File: src/cwe_map.svh
// Register offsets, field positions, reset values and cycle-length counts of the window enable block
`ifndef CWE_MAP_SVH
`define CWE_MAP_SVH

// ----------------------------------------------------------------
// Register offsets (byte offsets on the register port)
// ----------------------------------------------------------------
`define CWE_OFS_WIN_ENABLE 8'h06
`define CWE_OFS_IO_CTL 8'h07
`define CWE_OFS_IO_ADDR_FIRST 8'h08
`define CWE_OFS_IO_ADDR_LAST 8'h0f

// ----------------------------------------------------------------
// Field positions
// ----------------------------------------------------------------
`define CWE_BIT_IO1_ON 7
`define CWE_BIT_IO0_ON 6
`define CWE_BIT_RSVD 5
`define CWE_MEM_ON_MSB 4
`define CWE_IO1_CTL_LSB 4
`define CWE_IO0_CTL_LSB 0

// ----------------------------------------------------------------
// Reset values and write masks
// ----------------------------------------------------------------
`define CWE_RST_WIN_ENABLE 8'h00
`define CWE_RST_IO_CTL 8'h00
`define CWE_RST_IO_ADDR 8'h00
`define CWE_WMASK_WIN_ENABLE 8'hdf

// ----------------------------------------------------------------
// Card I/O cycle lengths in ISA-equivalent cycles
// ----------------------------------------------------------------
`define CWE_LEN16_STD 4'h3
`define CWE_LEN16_WAIT 4'h4
`define CWE_LEN8_STD 4'h6
`define CWE_LEN8_SHORT 4'h3

`endif

File: src/cwe_pkg.sv
// Types shared by the window enable block
package cwe_pkg;

   // Per-window I/O cycle control nibble, msb first as in the register
   typedef struct packed
   {
      logic extra_wait;
      logic short_cycle;
      logic auto_width;
      logic width_sel;
   } cwe_io_ctl_t;

   typedef logic [7:0] cwe_byte_t;
   typedef logic [15:0] cwe_addr_t;
   typedef logic [3:0] cwe_len_t;

endpackage

File: src/cwe_win_if.sv
// Carrier between the register bank and the I/O window decoder
`timescale 1ns/100ps
interface cwe_win_if;
   logic [1:0] io_on;
   cwe_pkg::cwe_io_ctl_t ctl [2];
   cwe_pkg::cwe_addr_t start [2];
   cwe_pkg::cwe_addr_t stop [2];
   cwe_pkg::cwe_addr_t addr;
   logic iois16;
   logic [1:0] hit;
   logic width16;
   cwe_pkg::cwe_len_t len;

   modport cfg (output io_on, ctl, start, stop, addr, iois16, input hit, width16, len);
   modport dec (input io_on, ctl, start, stop, addr, iois16, output hit, width16, len);
endinterface

File: src/cwe_io_decode.sv
// Address compare, width choice and cycle length for the two I/O windows
`timescale 1ns/100ps
`include "cwe_map.svh"
module cwe_io_decode
(
   cwe_win_if.dec win // Window settings in, decode out
);

   wire [1:0] in_range;
   wire [1:0] w16;
   cwe_pkg::cwe_len_t len_w [2];

   // ----------------------------------------------------------------
   // Per-window decode
   // ----------------------------------------------------------------
   genvar i;
   generate
      for (i = 0; i < 2; i = i + 1)
      begin : g_win
         // Inclusive bounds; a window with start above end never claims
         assign in_range[i] = (win.addr >= win.start[i]) && (win.addr <= win.stop[i]);
         // Enable gates the compare whatever the bounds hold
         assign win.hit[i] = win.io_on[i] & in_range[i];
         // Card sizing overrides the size bit
         assign w16[i] = win.ctl[i].auto_width ? win.iois16 : win.ctl[i].width_sel;
         // Wait bit touches only wide cycles, short bit only narrow ones
         assign len_w[i] = w16[i] ?
            (win.ctl[i].extra_wait ? `CWE_LEN16_WAIT : `CWE_LEN16_STD) :
            (win.ctl[i].short_cycle ? `CWE_LEN8_SHORT : `CWE_LEN8_STD);
      end
   endgenerate

   // Window 0 wins when both windows overlap
   wire sel1 = win.hit[1] & ~win.hit[0];
   assign win.width16 = sel1 ? w16[1] : w16[0];
   assign win.len = sel1 ? len_w[1] : len_w[0];

endmodule

File: src/cwe_window_enable.sv
// Window enable and I/O window control registers with host cycle claim logic
`timescale 1ns/100ps
`include "cwe_map.svh"
// Functional notes
// - Reset leaves all windows disabled and the enable register at zero.
// - A window with its enable bit clear never claims a host cycle.
// - Enable bit 7 turns on I/O window 1, bit 6 I/O window 0.
// - Enable bits 4 to 0 turn on memory windows 4 to 0.
// - Enable bit 5 ignores writes and reads zero.
// - Extra-wait bit lengthens wide I/O cycles by one wait state only.
// - Short-cycle bit cuts narrow I/O cycles to three cycles only.
// - Auto-width bit takes transfer width from the card's sizing pin.
// - Without auto-width, size bit picks 8-bit (0) or 16-bit (1).
// - I/O control register resets to zero: narrow, standard, no auto sizing.
// - Each I/O window holds 16-bit start and end as byte registers.
module cwe_window_enable
(
   input wire logic core_clk_in, // Bus clock, 10 MHz
   input wire logic rst_n_in, // Asynchronous reset, active low
   input wire logic reg_wr_in, // Register write strobe
   input wire logic reg_rd_in, // Register read strobe
   input wire logic [7:0] reg_addr_in, // Register byte offset
   input wire logic [7:0] reg_wdata_in, // Register write data
   output logic [7:0] reg_rdata_out, // Register read data, held after a read
   input wire logic mem_cycle_in, // Host memory cycle toward the card
   input wire logic [4:0] mem_hit_in, // Memory window address matches
   output logic [4:0] mem_claim_out, // Memory windows claiming the cycle
   input wire logic io_cycle_in, // Host I/O cycle toward the card
   input wire logic [15:0] io_addr_in, // Host I/O address
   input wire logic iois16_in, // Card reports a 16-bit port
   output logic [1:0] io_claim_out, // I/O windows claiming the cycle
   output logic io_width16_out, // Claimed cycle is 16 bits wide
   output logic [3:0] io_cycle_len_out // Claimed cycle length in ISA cycles
);

   cwe_win_if win ();

   cwe_pkg::cwe_byte_t win_enable;
   cwe_pkg::cwe_byte_t io_ctl;
   cwe_pkg::cwe_byte_t io_addr_byte [8];

   // ----------------------------------------------------------------
   // Address decode
   // ----------------------------------------------------------------
   wire hit_enable = (reg_addr_in == `CWE_OFS_WIN_ENABLE);
   wire hit_ctl = (reg_addr_in == `CWE_OFS_IO_CTL);
   wire hit_addr = (reg_addr_in >= `CWE_OFS_IO_ADDR_FIRST) && (reg_addr_in <= `CWE_OFS_IO_ADDR_LAST);
   wire [2:0] addr_idx = reg_addr_in[2:0];
   wire wr_enable = reg_wr_in & hit_enable;
   wire wr_ctl = reg_wr_in & hit_ctl;
   wire wr_addr = reg_wr_in & hit_addr;
   // Reserved bit is masked off so it can never be set
   wire [7:0] next_win_enable = reg_wdata_in & `CWE_WMASK_WIN_ENABLE;
   // Unmapped offsets read as zero
   wire [7:0] rd_mux = hit_enable ? win_enable :
                       hit_ctl ? io_ctl :
                       hit_addr ? io_addr_byte[addr_idx] : 8'h00;

   // ----------------------------------------------------------------
   // Control registers
   // ----------------------------------------------------------------
   // Both registers clear on reset so no window is live before software sets it up
   always_ff @(posedge core_clk_in or negedge rst_n_in)
   begin
      if (!rst_n_in)
      begin
         win_enable <= `CWE_RST_WIN_ENABLE;
         io_ctl <= `CWE_RST_IO_CTL;
      end
      else
      begin
         if (wr_enable)
            win_enable <= next_win_enable;
         if (wr_ctl)
            io_ctl <= reg_wdata_in;
      end
   end

   // Start and end bytes: 08..0b window 0, 0c..0f window 1
   genvar b;
   generate
      for (b = 0; b < 8; b = b + 1)
      begin : g_addr
         always_ff @(posedge core_clk_in or negedge rst_n_in)
         begin
            if (!rst_n_in)
               io_addr_byte[b] <= `CWE_RST_IO_ADDR;
            else if (wr_addr && (addr_idx == 3'(b)))
               io_addr_byte[b] <= reg_wdata_in;
         end
      end
   endgenerate

   // ----------------------------------------------------------------
   // Decoder hookup
   // ----------------------------------------------------------------
   assign win.io_on = {win_enable[`CWE_BIT_IO1_ON], win_enable[`CWE_BIT_IO0_ON]};
   assign win.ctl[0] = io_ctl[`CWE_IO0_CTL_LSB +: 4];
   assign win.ctl[1] = io_ctl[`CWE_IO1_CTL_LSB +: 4];
   assign win.start[0] = {io_addr_byte[1], io_addr_byte[0]};
   assign win.stop[0] = {io_addr_byte[3], io_addr_byte[2]};
   assign win.start[1] = {io_addr_byte[5], io_addr_byte[4]};
   assign win.stop[1] = {io_addr_byte[7], io_addr_byte[6]};
   assign win.addr = io_addr_in;
   assign win.iois16 = iois16_in;

   cwe_io_decode u_dec
   (
      .win (win)
   );

   // Memory window gate; address match comes from the memory window compare outside
   wire [4:0] mem_gate = mem_hit_in & win_enable[`CWE_MEM_ON_MSB:0];

   // ----------------------------------------------------------------
   // Registered outputs
   // ----------------------------------------------------------------
   // One cycle from host cycle to claim; claims drop outside a cycle
   always_ff @(posedge core_clk_in or negedge rst_n_in)
   begin
      if (!rst_n_in)
      begin
         mem_claim_out <= 5'h00;
         io_claim_out <= 2'h0;
         io_width16_out <= 1'b0;
         io_cycle_len_out <= 4'h0;
         reg_rdata_out <= 8'h00;
      end
      else
      begin
         mem_claim_out <= mem_cycle_in ? mem_gate : 5'h00;
         io_claim_out <= io_cycle_in ? win.hit : 2'h0;
         io_width16_out <= io_cycle_in & (|win.hit) & win.width16;
         io_cycle_len_out <= (io_cycle_in && (|win.hit)) ? win.len : 4'h0;
         if (reg_rd_in)
            reg_rdata_out <= rd_mux;
      end
   end

   // ----------------------------------------------------------------
   // Assertions
   // ----------------------------------------------------------------
   // Bound snapshots so the range checks can take their past values
   cwe_pkg::cwe_addr_t start0;
   cwe_pkg::cwe_addr_t stop0;
   cwe_pkg::cwe_addr_t start1;
   cwe_pkg::cwe_addr_t stop1;
   assign start0 = win.start[0];
   assign stop0 = win.stop[0];
   assign start1 = win.start[1];
   assign stop1 = win.stop[1];

   // Gating, register and window 0 checks
   a_mem_gate_off: assert property (@(posedge core_clk_in) disable iff (!rst_n_in)
      (mem_claim_out & ~$past(win_enable[4:0])) == 5'h00) else $error("Memory window claimed while disabled");
   a_io_gate_off: assert property (@(posedge core_clk_in) disable iff (!rst_n_in)
      io_claim_out[1] |-> $past(win_enable[`CWE_BIT_IO1_ON])) else $error("I/O window 1 claimed while disabled");
   a_rsvd_bit_zero: assert property (@(posedge core_clk_in) disable iff (!rst_n_in)
      reg_rd_in && hit_enable |=> reg_rdata_out[`CWE_BIT_RSVD] == 1'b0) else $error("Reserved bit read as one");
   a_enable_write: assert property (@(posedge core_clk_in) disable iff (!rst_n_in)
      wr_enable |=> win_enable == ($past(reg_wdata_in) & 8'hdf)) else $error("Enable register write lost");
   a_ctl_write: assert property (@(posedge core_clk_in) disable iff (!rst_n_in)
      wr_ctl |=> io_ctl == $past(reg_wdata_in)) else $error("Control register write lost");
   a_wide_wait_len: assert property (@(posedge core_clk_in) disable iff (!rst_n_in)
      (io_claim_out == 2'h1) && io_width16_out |-> io_cycle_len_out == ($past(io_ctl[3]) ? 4'h4 : 4'h3))
      else $error("Wide cycle length wrong");
   a_short_len: assert property (@(posedge core_clk_in) disable iff (!rst_n_in)
      (io_claim_out == 2'h1) && !io_width16_out |-> io_cycle_len_out == ($past(io_ctl[2]) ? 4'h3 : 4'h6))
      else $error("Narrow cycle length wrong");
   a_auto_width: assert property (@(posedge core_clk_in) disable iff (!rst_n_in)
      (io_claim_out == 2'h1) && $past(io_ctl[1]) |-> io_width16_out == $past(iois16_in)) else $error("Auto width ignored");
   a_size_select: assert property (@(posedge core_clk_in) disable iff (!rst_n_in)
      (io_claim_out == 2'h1) && !$past(io_ctl[1]) |-> io_width16_out == $past(io_ctl[0])) else $error("Size bit ignored");
   a_range_inside: assert property (@(posedge core_clk_in) disable iff (!rst_n_in)
      io_claim_out[0] |-> ($past(io_addr_in) >= $past(start0)) && ($past(io_addr_in) <= $past(stop0)))
      else $error("Claim outside window 0 range");
   a_start_readback: assert property (@(posedge core_clk_in) disable iff (!rst_n_in)
      reg_wr_in && (reg_addr_in == 8'h08) ##1 !(reg_wr_in && (reg_addr_in == 8'h08))
      ##1 reg_rd_in && (reg_addr_in == 8'h08) |=> reg_rdata_out == $past(reg_wdata_in, 3))
      else $error("Start byte readback wrong");

   // Claims and lengths exist only while the host runs a cycle; stale values would steer the card
   a_io_idle: assert property (@(posedge core_clk_in) disable iff (!rst_n_in)
      !$past(io_cycle_in) |-> (io_claim_out == 2'h0) && (io_cycle_len_out == 4'h0) && !io_width16_out)
      else $error("I/O claim without a host cycle");
   a_mem_idle: assert property (@(posedge core_clk_in) disable iff (!rst_n_in)
      !$past(mem_cycle_in) |-> mem_claim_out == 5'h00) else $error("Memory claim without a host cycle");
   a_no_claim_len: assert property (@(posedge core_clk_in) disable iff (!rst_n_in)
      (io_claim_out == 2'h0) |-> (io_cycle_len_out == 4'h0) && !io_width16_out)
      else $error("Length without a claim");
   a_io0_gate_off: assert property (@(posedge core_clk_in) disable iff (!rst_n_in)
      io_claim_out[0] |-> $past(win_enable[`CWE_BIT_IO0_ON]))
      else $error("I/O window 0 claimed while disabled");
   a_mem_claim_on: assert property (@(posedge core_clk_in) disable iff (!rst_n_in)
      $past(mem_cycle_in) |-> mem_claim_out == ($past(mem_hit_in) & $past(win_enable[`CWE_MEM_ON_MSB:0])))
      else $error("Enabled memory window did not claim");
   a_rsvd_held_zero: assert property (@(posedge core_clk_in) disable iff (!rst_n_in)
      win_enable[`CWE_BIT_RSVD] == 1'b0) else $error("Reserved enable bit set");
   a_addr_write: assert property (@(posedge core_clk_in) disable iff (!rst_n_in)
      wr_addr |=> io_addr_byte[$past(addr_idx)] == $past(reg_wdata_in))
      else $error("Address byte write lost");

   // ----------------------------------------------------------------
   // Assertions on I/O window 1
   // ----------------------------------------------------------------
   // Window 1 owns width and length only when window 0 stays out of the cycle
   a_io1_wide_len: assert property (@(posedge core_clk_in) disable iff (!rst_n_in)
      (io_claim_out == 2'h2) && io_width16_out |-> io_cycle_len_out == ($past(io_ctl[7]) ? 4'h4 : 4'h3))
      else $error("Window 1 wide cycle length wrong");
   a_io1_narrow_len: assert property (@(posedge core_clk_in) disable iff (!rst_n_in)
      (io_claim_out == 2'h2) && !io_width16_out |-> io_cycle_len_out == ($past(io_ctl[6]) ? 4'h3 : 4'h6))
      else $error("Window 1 narrow cycle length wrong");
   a_io1_auto_width: assert property (@(posedge core_clk_in) disable iff (!rst_n_in)
      (io_claim_out == 2'h2) && $past(io_ctl[5]) |-> io_width16_out == $past(iois16_in))
      else $error("Window 1 auto width ignored");
   a_io1_size_sel: assert property (@(posedge core_clk_in) disable iff (!rst_n_in)
      (io_claim_out == 2'h2) && !$past(io_ctl[5]) |-> io_width16_out == $past(io_ctl[4]))
      else $error("Window 1 size bit ignored");
   a_io1_range: assert property (@(posedge core_clk_in) disable iff (!rst_n_in)
      io_claim_out[1] |-> ($past(io_addr_in) >= $past(start1)) && ($past(io_addr_in) <= $past(stop1)))
      else $error("Claim outside window 1 range");

endmodule

File: config.mk
export PLATFORM = sky130hd
export DESIGN_NAME = cwe_window_enable
export DESIGN_NICKNAME = d
export VERILOG_FILES = /design/src/cwe_pkg.sv /design/src/cwe_win_if.sv /design/src/cwe_io_decode.sv /design/src/cwe_window_enable.sv
export VERILOG_INCLUDE_DIRS = /design/src /design/src/src
export SDC_FILE = /design/constraint.sdc
export NUM_CORES = 1
export LEC_CHECK = 0
export ABC_AREA = 1
export BUFFER_PORTS_ARGS = -buffer_cell sky130_fd_sc_hd__buf_2
export CAP_MARGIN = 30
export CORE_ASPECT_RATIO = 1.1
export CORE_UTILIZATION = 30
export DETAILED_ROUTE_END_ITERATION = 8
export MAX_ROUTING_LAYER = met4
export PLACE_DENSITY = 0.56
export REMOVE_ABC_BUFFERS = 1
export SYNTH_ARGS = -nofsm -noshare
export SYNTH_HDL_FRONTEND = slang
export SYNTH_SLANG_ARGS = --single-unit
File: constraint.sdc
create_clock -name core_clk_in -period 2.57 [get_ports core_clk_in]
set_clock_uncertainty 0.2 [all_clocks]
set_input_delay 0.1285 -clock core_clk_in [delete_from_list [all_inputs] [get_ports core_clk_in]]
set_output_delay 0.1285 -clock core_clk_in [all_outputs]
set_load 0.005 [all_outputs]
---- After elaboration in Yosys (flattened, before gate mapping) ----
Index checks and enable logic that the tools add are counted.
word-level totals
  register bits ........................... 99
  input port bits ......................... 44
  output and inout port bits .............. 20
  logic and storage cells ................. 75
cells by class
  magnitude comparators ................... 7
  equal/unequal tests ..................... 9
  mux-type cells .......................... 19
  bitwise gates (word level) .............. 11
  reduce and logical (&&, ||, !) cells .... 14
operators with widths
  cell                                                               number
  2-to-1 mux 8 bit                                                   5
  greater-or-equal comparator 16 bit                                 2
  <= comparator 16 bit                                               2
  binary-select mux 8 bit (select 3 bit)                             1
  equality test 8 x 3 -> 1 bit, second input constant                2
  2-to-1 mux 4 bit                                                   4
  equality test 3 bit, second input constant                         4
  logical AND 1 bit                                                  12
  2-to-1 mux 3 bit                                                   4
  bitwise AND 1 bit                                                  8
  greater-or-equal comparator 8 x 4 -> 1 bit, second input constant  1
  <= comparator 8 x 4 -> 1 bit, second input constant                1
  equality test 3 x 2 -> 1 bit, second input constant                2
  bitwise AND 5 bit                                                  1
  2-to-1 mux 5 bit                                                   1
  greater-or-equal comparator 4 bit, second input constant           1
  inverter 3 -> 4 bit                                                1
  equality test 3 x 1 -> 1 bit, second input constant                1
  zero test 3 bit                                                    1
  2-to-1 mux 1 bit                                                   3
  2-to-1 mux 2 bit                                                   1
  OR reduction 2 bit                                                 1
  inverter 1 bit                                                     1

---- Depth between registers and ports, before layout ----
  word-level depth ........................ 7
  depth in mapped cells ................... 17
  mapped depth without buffers ............ 17

---- Hierarchy ----
A second synthesis with hierarchy kept.
second synthesis, totals
  cell total of the unflattened synthesis .. 928
  area, all modules ....................... 6,718.9 um2
modules (own cells, without submodules)
  module             times used  cells each  area an instance (um2)  seq. area each (um2)
  cwe_window_enable  1           621         4,825.9                 2,477.4
  cwe_io_decode      1           307         1,893.1                 0.0

---- Least setup slack after synthesis ----
No wires, ideal clock.
  path kind ............................... register to register
  start ................................... reg io_addr_byte[31] (netlist name)
  end ..................................... reg io_cycle_len_out[1]
  library setup time ...................... 0.117 ns
  data arrival time ....................... 1.651 ns
  data required time ...................... 2.253 ns
  setup slack ............................. 0.602 ns
  stages on the path, launching flop included .. 15
  buffers on the path ..................... 0
  clock period less this slack ............ 1.968 ns
  cells stage by stage .................... dfrtp_1 -> inv_1 -> ha_1 -> nand2_1 -> nor2_1 -> and2_1 -> nor2_1 -> nand2_1 -> nand2_1 -> nand2_1 -> nand2_1 -> nor2_1 -> nand2_1 -> nor2_1 -> nor2_1
between the ends
  word-level cells in the longest chain between the ends .. 6
  elaborated cells between the ends (all ways) .. 8
  classes of those cells .................. order compare: 1; mux: 2; bitwise: 2; reduce/logical: 3
ends and longest elaborated chain
  item                                                     RTL line                                       RTL
  start: declaration                                       cwe_window_enable.sv:40                        cwe_pkg::cwe_byte_t io_addr_byte [8];
  start signal: indexed assignment                         cwe_window_enable.sv:87                        io_addr_byte[b] <= `CWE_RST_IO_ADDR;
  start signal: indexed assignment                         cwe_window_enable.sv:89                        io_addr_byte[b] <= reg_wdata_in;
  greater-or-equal comparator 16 bit (*)                   cwe_io_decode.sv:21                            assign in_range[i] = (win.addr >= win.start[i]) && (win.addr <= win.stop[i]);
  logical AND 1 bit (*)                                    cwe_io_decode.sv:21
  bitwise AND 1 bit (*)                                    cwe_io_decode.sv:23                            assign win.hit[i] = win.io_on[i] & in_range[i];
  bitwise AND 1 bit or OR reduction 2 bit (tied branches)  cwe_io_decode.sv:34, cwe_window_enable.sv:134
  2-to-1 mux 4 bit or logical AND 1 bit (tied branches)    cwe_io_decode.sv:36, cwe_window_enable.sv:134
  2-to-1 mux 4 bit (*)                                     cwe_window_enable.sv:134                       io_cycle_len_out <= (io_cycle_in && (|win.hit)) ? win.len : 4'h0;
  end signal: assignment                                   cwe_window_enable.sv:134
  end: declaration                                         cwe_window_enable.sv:33                        output logic [3:0] io_cycle_len_out
Mark *: on every way between the ends. The rest lies on a longest branch, timed or not.
A chain may end at the register's enable or synchronous reset.

---- Worst setup path in the final report ----
  start ................................... reg io_addr_byte[15] (netlist name)
  end ..................................... reg io_cycle_len_out[1]
between the ends
  word-level cells in the longest chain between the ends .. 6
  elaborated cells between the ends (all ways) .. 8
  classes of those cells .................. order compare: 1; mux: 2; bitwise: 2; reduce/logical: 3
ends and longest elaborated chain
  item                                                     RTL line
  <= comparator 16 bit (*)                                 cwe_io_decode.sv:21
  logical AND 1 bit (*)                                    cwe_io_decode.sv:21
  bitwise AND 1 bit (*)                                    cwe_io_decode.sv:23
  bitwise AND 1 bit or OR reduction 2 bit (tied branches)  cwe_io_decode.sv:34, cwe_window_enable.sv:134
  2-to-1 mux 4 bit or logical AND 1 bit (tied branches)    cwe_io_decode.sv:36, cwe_window_enable.sv:134
  2-to-1 mux 4 bit (*)                                     cwe_window_enable.sv:134
Marked as above.

==> summary.md <==
| Metric | Value |
|---|---|
| XOR/XNOR Fraction of Synth Area | 0 |
| WHS | 97.12 ps |
| VDD IR-drop max | 0.0003309 V |
| Die Area | 20660 um2 |
| Adder-cell share of the synthesized area | 0.1329 |
| CTS Buf Count | 9 |
| Post-DP HPWL | 13300 um |
| Post-synth EDFFs | 0 |
| Layout cells sized above 1 | 0.1398 |
| R2r worst-path depth | 12 |
| Largest net degree at the start of global routing | 45 |
| FF+latch count, synth | 98 |
| Dominant synthesized flop cell | dfrtp_1 |
| Power density over the cells | 508.6 nW/um2 |
| Worst setup path start | io_addr_byte[15]$_DFFE_PN0P_ |
| Synth async-reset ratio | 1.000 |
| Req. time, crit path | 2650 ps |
| # rows | 54 |
| GR Overflow Total | 0 |
| Skew-Pair Late Insertion Delay | 350 ps |
| Share of the yosys chip area belonging to registers | 0.4069 |
| Reg2reg start | io_addr_byte[15]$_DFFE_PN0P_ |
| Placer Congestion | 0.8711 |
| Least-Margin Pin Slew | 608.3 ps |
| Reg clk slew, reported paths | 70 ps |
| Register area | 2452 um2 |
| Area growth, synth to finish | 16.86% |
| Most common cell after layout, fill and taps aside | nand2_1 |
| Main combinational cell family by area after synthesis | simple AND/OR/NAND/NOR gates |
| Synthesized area per cell | 7.920 um2 |
| Final Hold Vio Count | 0 |
| Root Buffer | clkbuf_16 |
| DIE WIDTH | 137.1 um |
| Relative slew margins | 0.5940 |
| Fill count | 2094 |
| Final net count | 947 |
| Setup_tns | 0 ps |
| Setup repair after global routing missed its margin | false |
| Clk sink count | 98 |
| Startpoint Class | register |
| FMAX | 430.9 MHz |
| CP endpoint kind | register |
| H-Tree Depth | 3 |
| Tcrit/Tclk final | 0.9031 |
| CTS tree | built |
| Post-route ant nets | 0 |
| Worst Path Max Fanout | 5 |
| IO Port Bufs | 62 |
| Critical Path AT | 2400 ps |
| Initial antenna violation count | 0 |
| P_leak | 3.464 nW |
| Mapped Cells | 761 |
| Hold Path Origin | reg_wr_in |
| DRT Pass-1 Iters | 5 |
| Initial Util | 0.3055 |
| Synth unique cells | 35 |
| CORE AREA | 19730 um2 |
| Mapped Area | 6027 um2 |
| # DRC | 0 |
| Post-layout power | 3.582 mW |
| Complex-gate fraction of the synthesized area | 0.1601 |
| Synth warnings | 0 |
| CTS max path bufs | 2 |
| Layout Utilization | 0.3570 |
| Setup violators final | 0 |
| Area taken by multi-input logic gates | 3045 um2 |
| First-pass GRT wire length | 27460 um |
| Most frequent cells in the layout | nand2_1, inv_1, dfrtp_1, ha_1, buf_2 |
| Post-DR wirelength/cell | 15.70 um |
| I/O Pins | 64 |
| Max_cap viols | 0 |
| Status | finished clean |
| Hold depth | 3 |
| Antenna cells | 0 |
| Final Critical Period | 2321 ps |
| Vias | 5108 |
| Post-Synth Simple-Gate Area | 0.2109 |
| Hold WC Path Type | input pin to register |
| Die height | 150.7 um |
| Category of the critical setup timing path | register to register |
| Slew Limit Fails | 0 |
| Post-DR vias/cell | 4.661 |
| 1st-iter DRT viols | 289 |
| Gr usage total | 0.1861 |
| Mux share of post-synthesis cell area | 0 |
| Vias in the first global route | 4831 |
| Post-Route WL | 17210 um |
## final timing paths
path,to,slack [ps]
setup / recovery,io_cycle_len_out[1]$_DFF_PN0_,250
hold / removal,io_ctl[6]$_DFFE_PN0P_,100
setup reg to reg,io_cycle_len_out[1]$_DFF_PN0_,250
hold reg to reg,reg_rdata_out[5]$_DFFE_PN0P_,270
max in group asynchronous,io_addr_byte[29]$_DFFE_PN0P_,1290
min in group asynchronous,io_width16_out$_DFF_PN0_,130
## flip-flops by register name (all words and copies together), names as in the netlist
name / cells
io_ctl: 8
io_cycle_len_out: 3
io_claim_out: 2
win_enable: 7
io_width16_out: 1
mem_claim_out: 5
io_addr_byte: 64
reg_rdata_out: 8
## cell usage after synthesis, types with 10 or more instances
master,n,area (um2)
dfrtp_1,98,2452
ha_1,64,800.8
nand2_2,10,62.56
o21ai_1,52,260.3
inv_1,110,412.9
nand2_1,227,852.1
o22ai_1,17,106.4
o21ai_0,40,200.2
nand3_1,13,65.06
nor2_1,32,120.1
a21oi_1,34,170.2
o21ai_2,12,105.1
## critical path: stages, from the launching register on
cell	delay (ps)
dfrtp_1	410
inv_1	60
ha_1	290
nand2_1	80
nor2_2	180
nand4_1	260
nor2_1	210
a21oi_1	70
nor2_2	170
nand2_1	130
nand2_1	80
nand2_1	50
nor2_1	80
## cell type report
class / count / area share
tap: 252 / 0.04477
multi-input combinational: 534 / 0.4324
sequential: 98 / 0.3482
clock buffer: 10 / 0.03251
clock inverter: 6 / 0.009238
timing repair buffer: 82 / 0.07213
inverter: 114 / 0.06076
## where the power goes
part           internal (mW)  switching (mW)
registers               1.60          0.0522
logic                  0.205           0.346
clock network          0.760           0.616
## what timing repair did
item / 4_1_cts / 5_1_grt
gates resized for setup: 0 / 2
endpoints found under the setup margin: 0 / 4
hold buffers: 13 / 0
setup buffers: 0 / 0
endpoints found under the hold margin: 50 / 0
## routing by layer
layer  vias to the layer above  track usage  part of all wire
met1                      2355       0.2440              0.46
met3                        20      0.01818             0.028
met4                         0      0.07143             0.029
li1                       2640            -                 -
met5                         -            -                 0
met2                        93       0.2955              0.48
## metrics by stage
| stage | cells | cell area [um2] | setup WS (ps) |
|---|---|---|---|
| after floorplan | 746 | 5921 | 602.1 |
| after global placement | 1067 | 6614 | 112.9 |
| after detailed placement | 1067 | 6614 | 81.15 |
| after CTS | 1096 | 7038 | 60.79 |
| after global routing | 1096 | 7043 | 79.76 |
| final | 1096 | 7043 | 249.0 |
## cell families (layout without fill, tap and decap cells)
kind of cell,after synthesis,in the layout
adder cells (fa/ha/maj),64,64
other,1,1
AO/OA/AOI/OAI,170,170
buffers and inverters,129,212
AND/OR/NAND/NOR,299,299
flip-flops,98,98
Power figures use the tool's default switching activity.
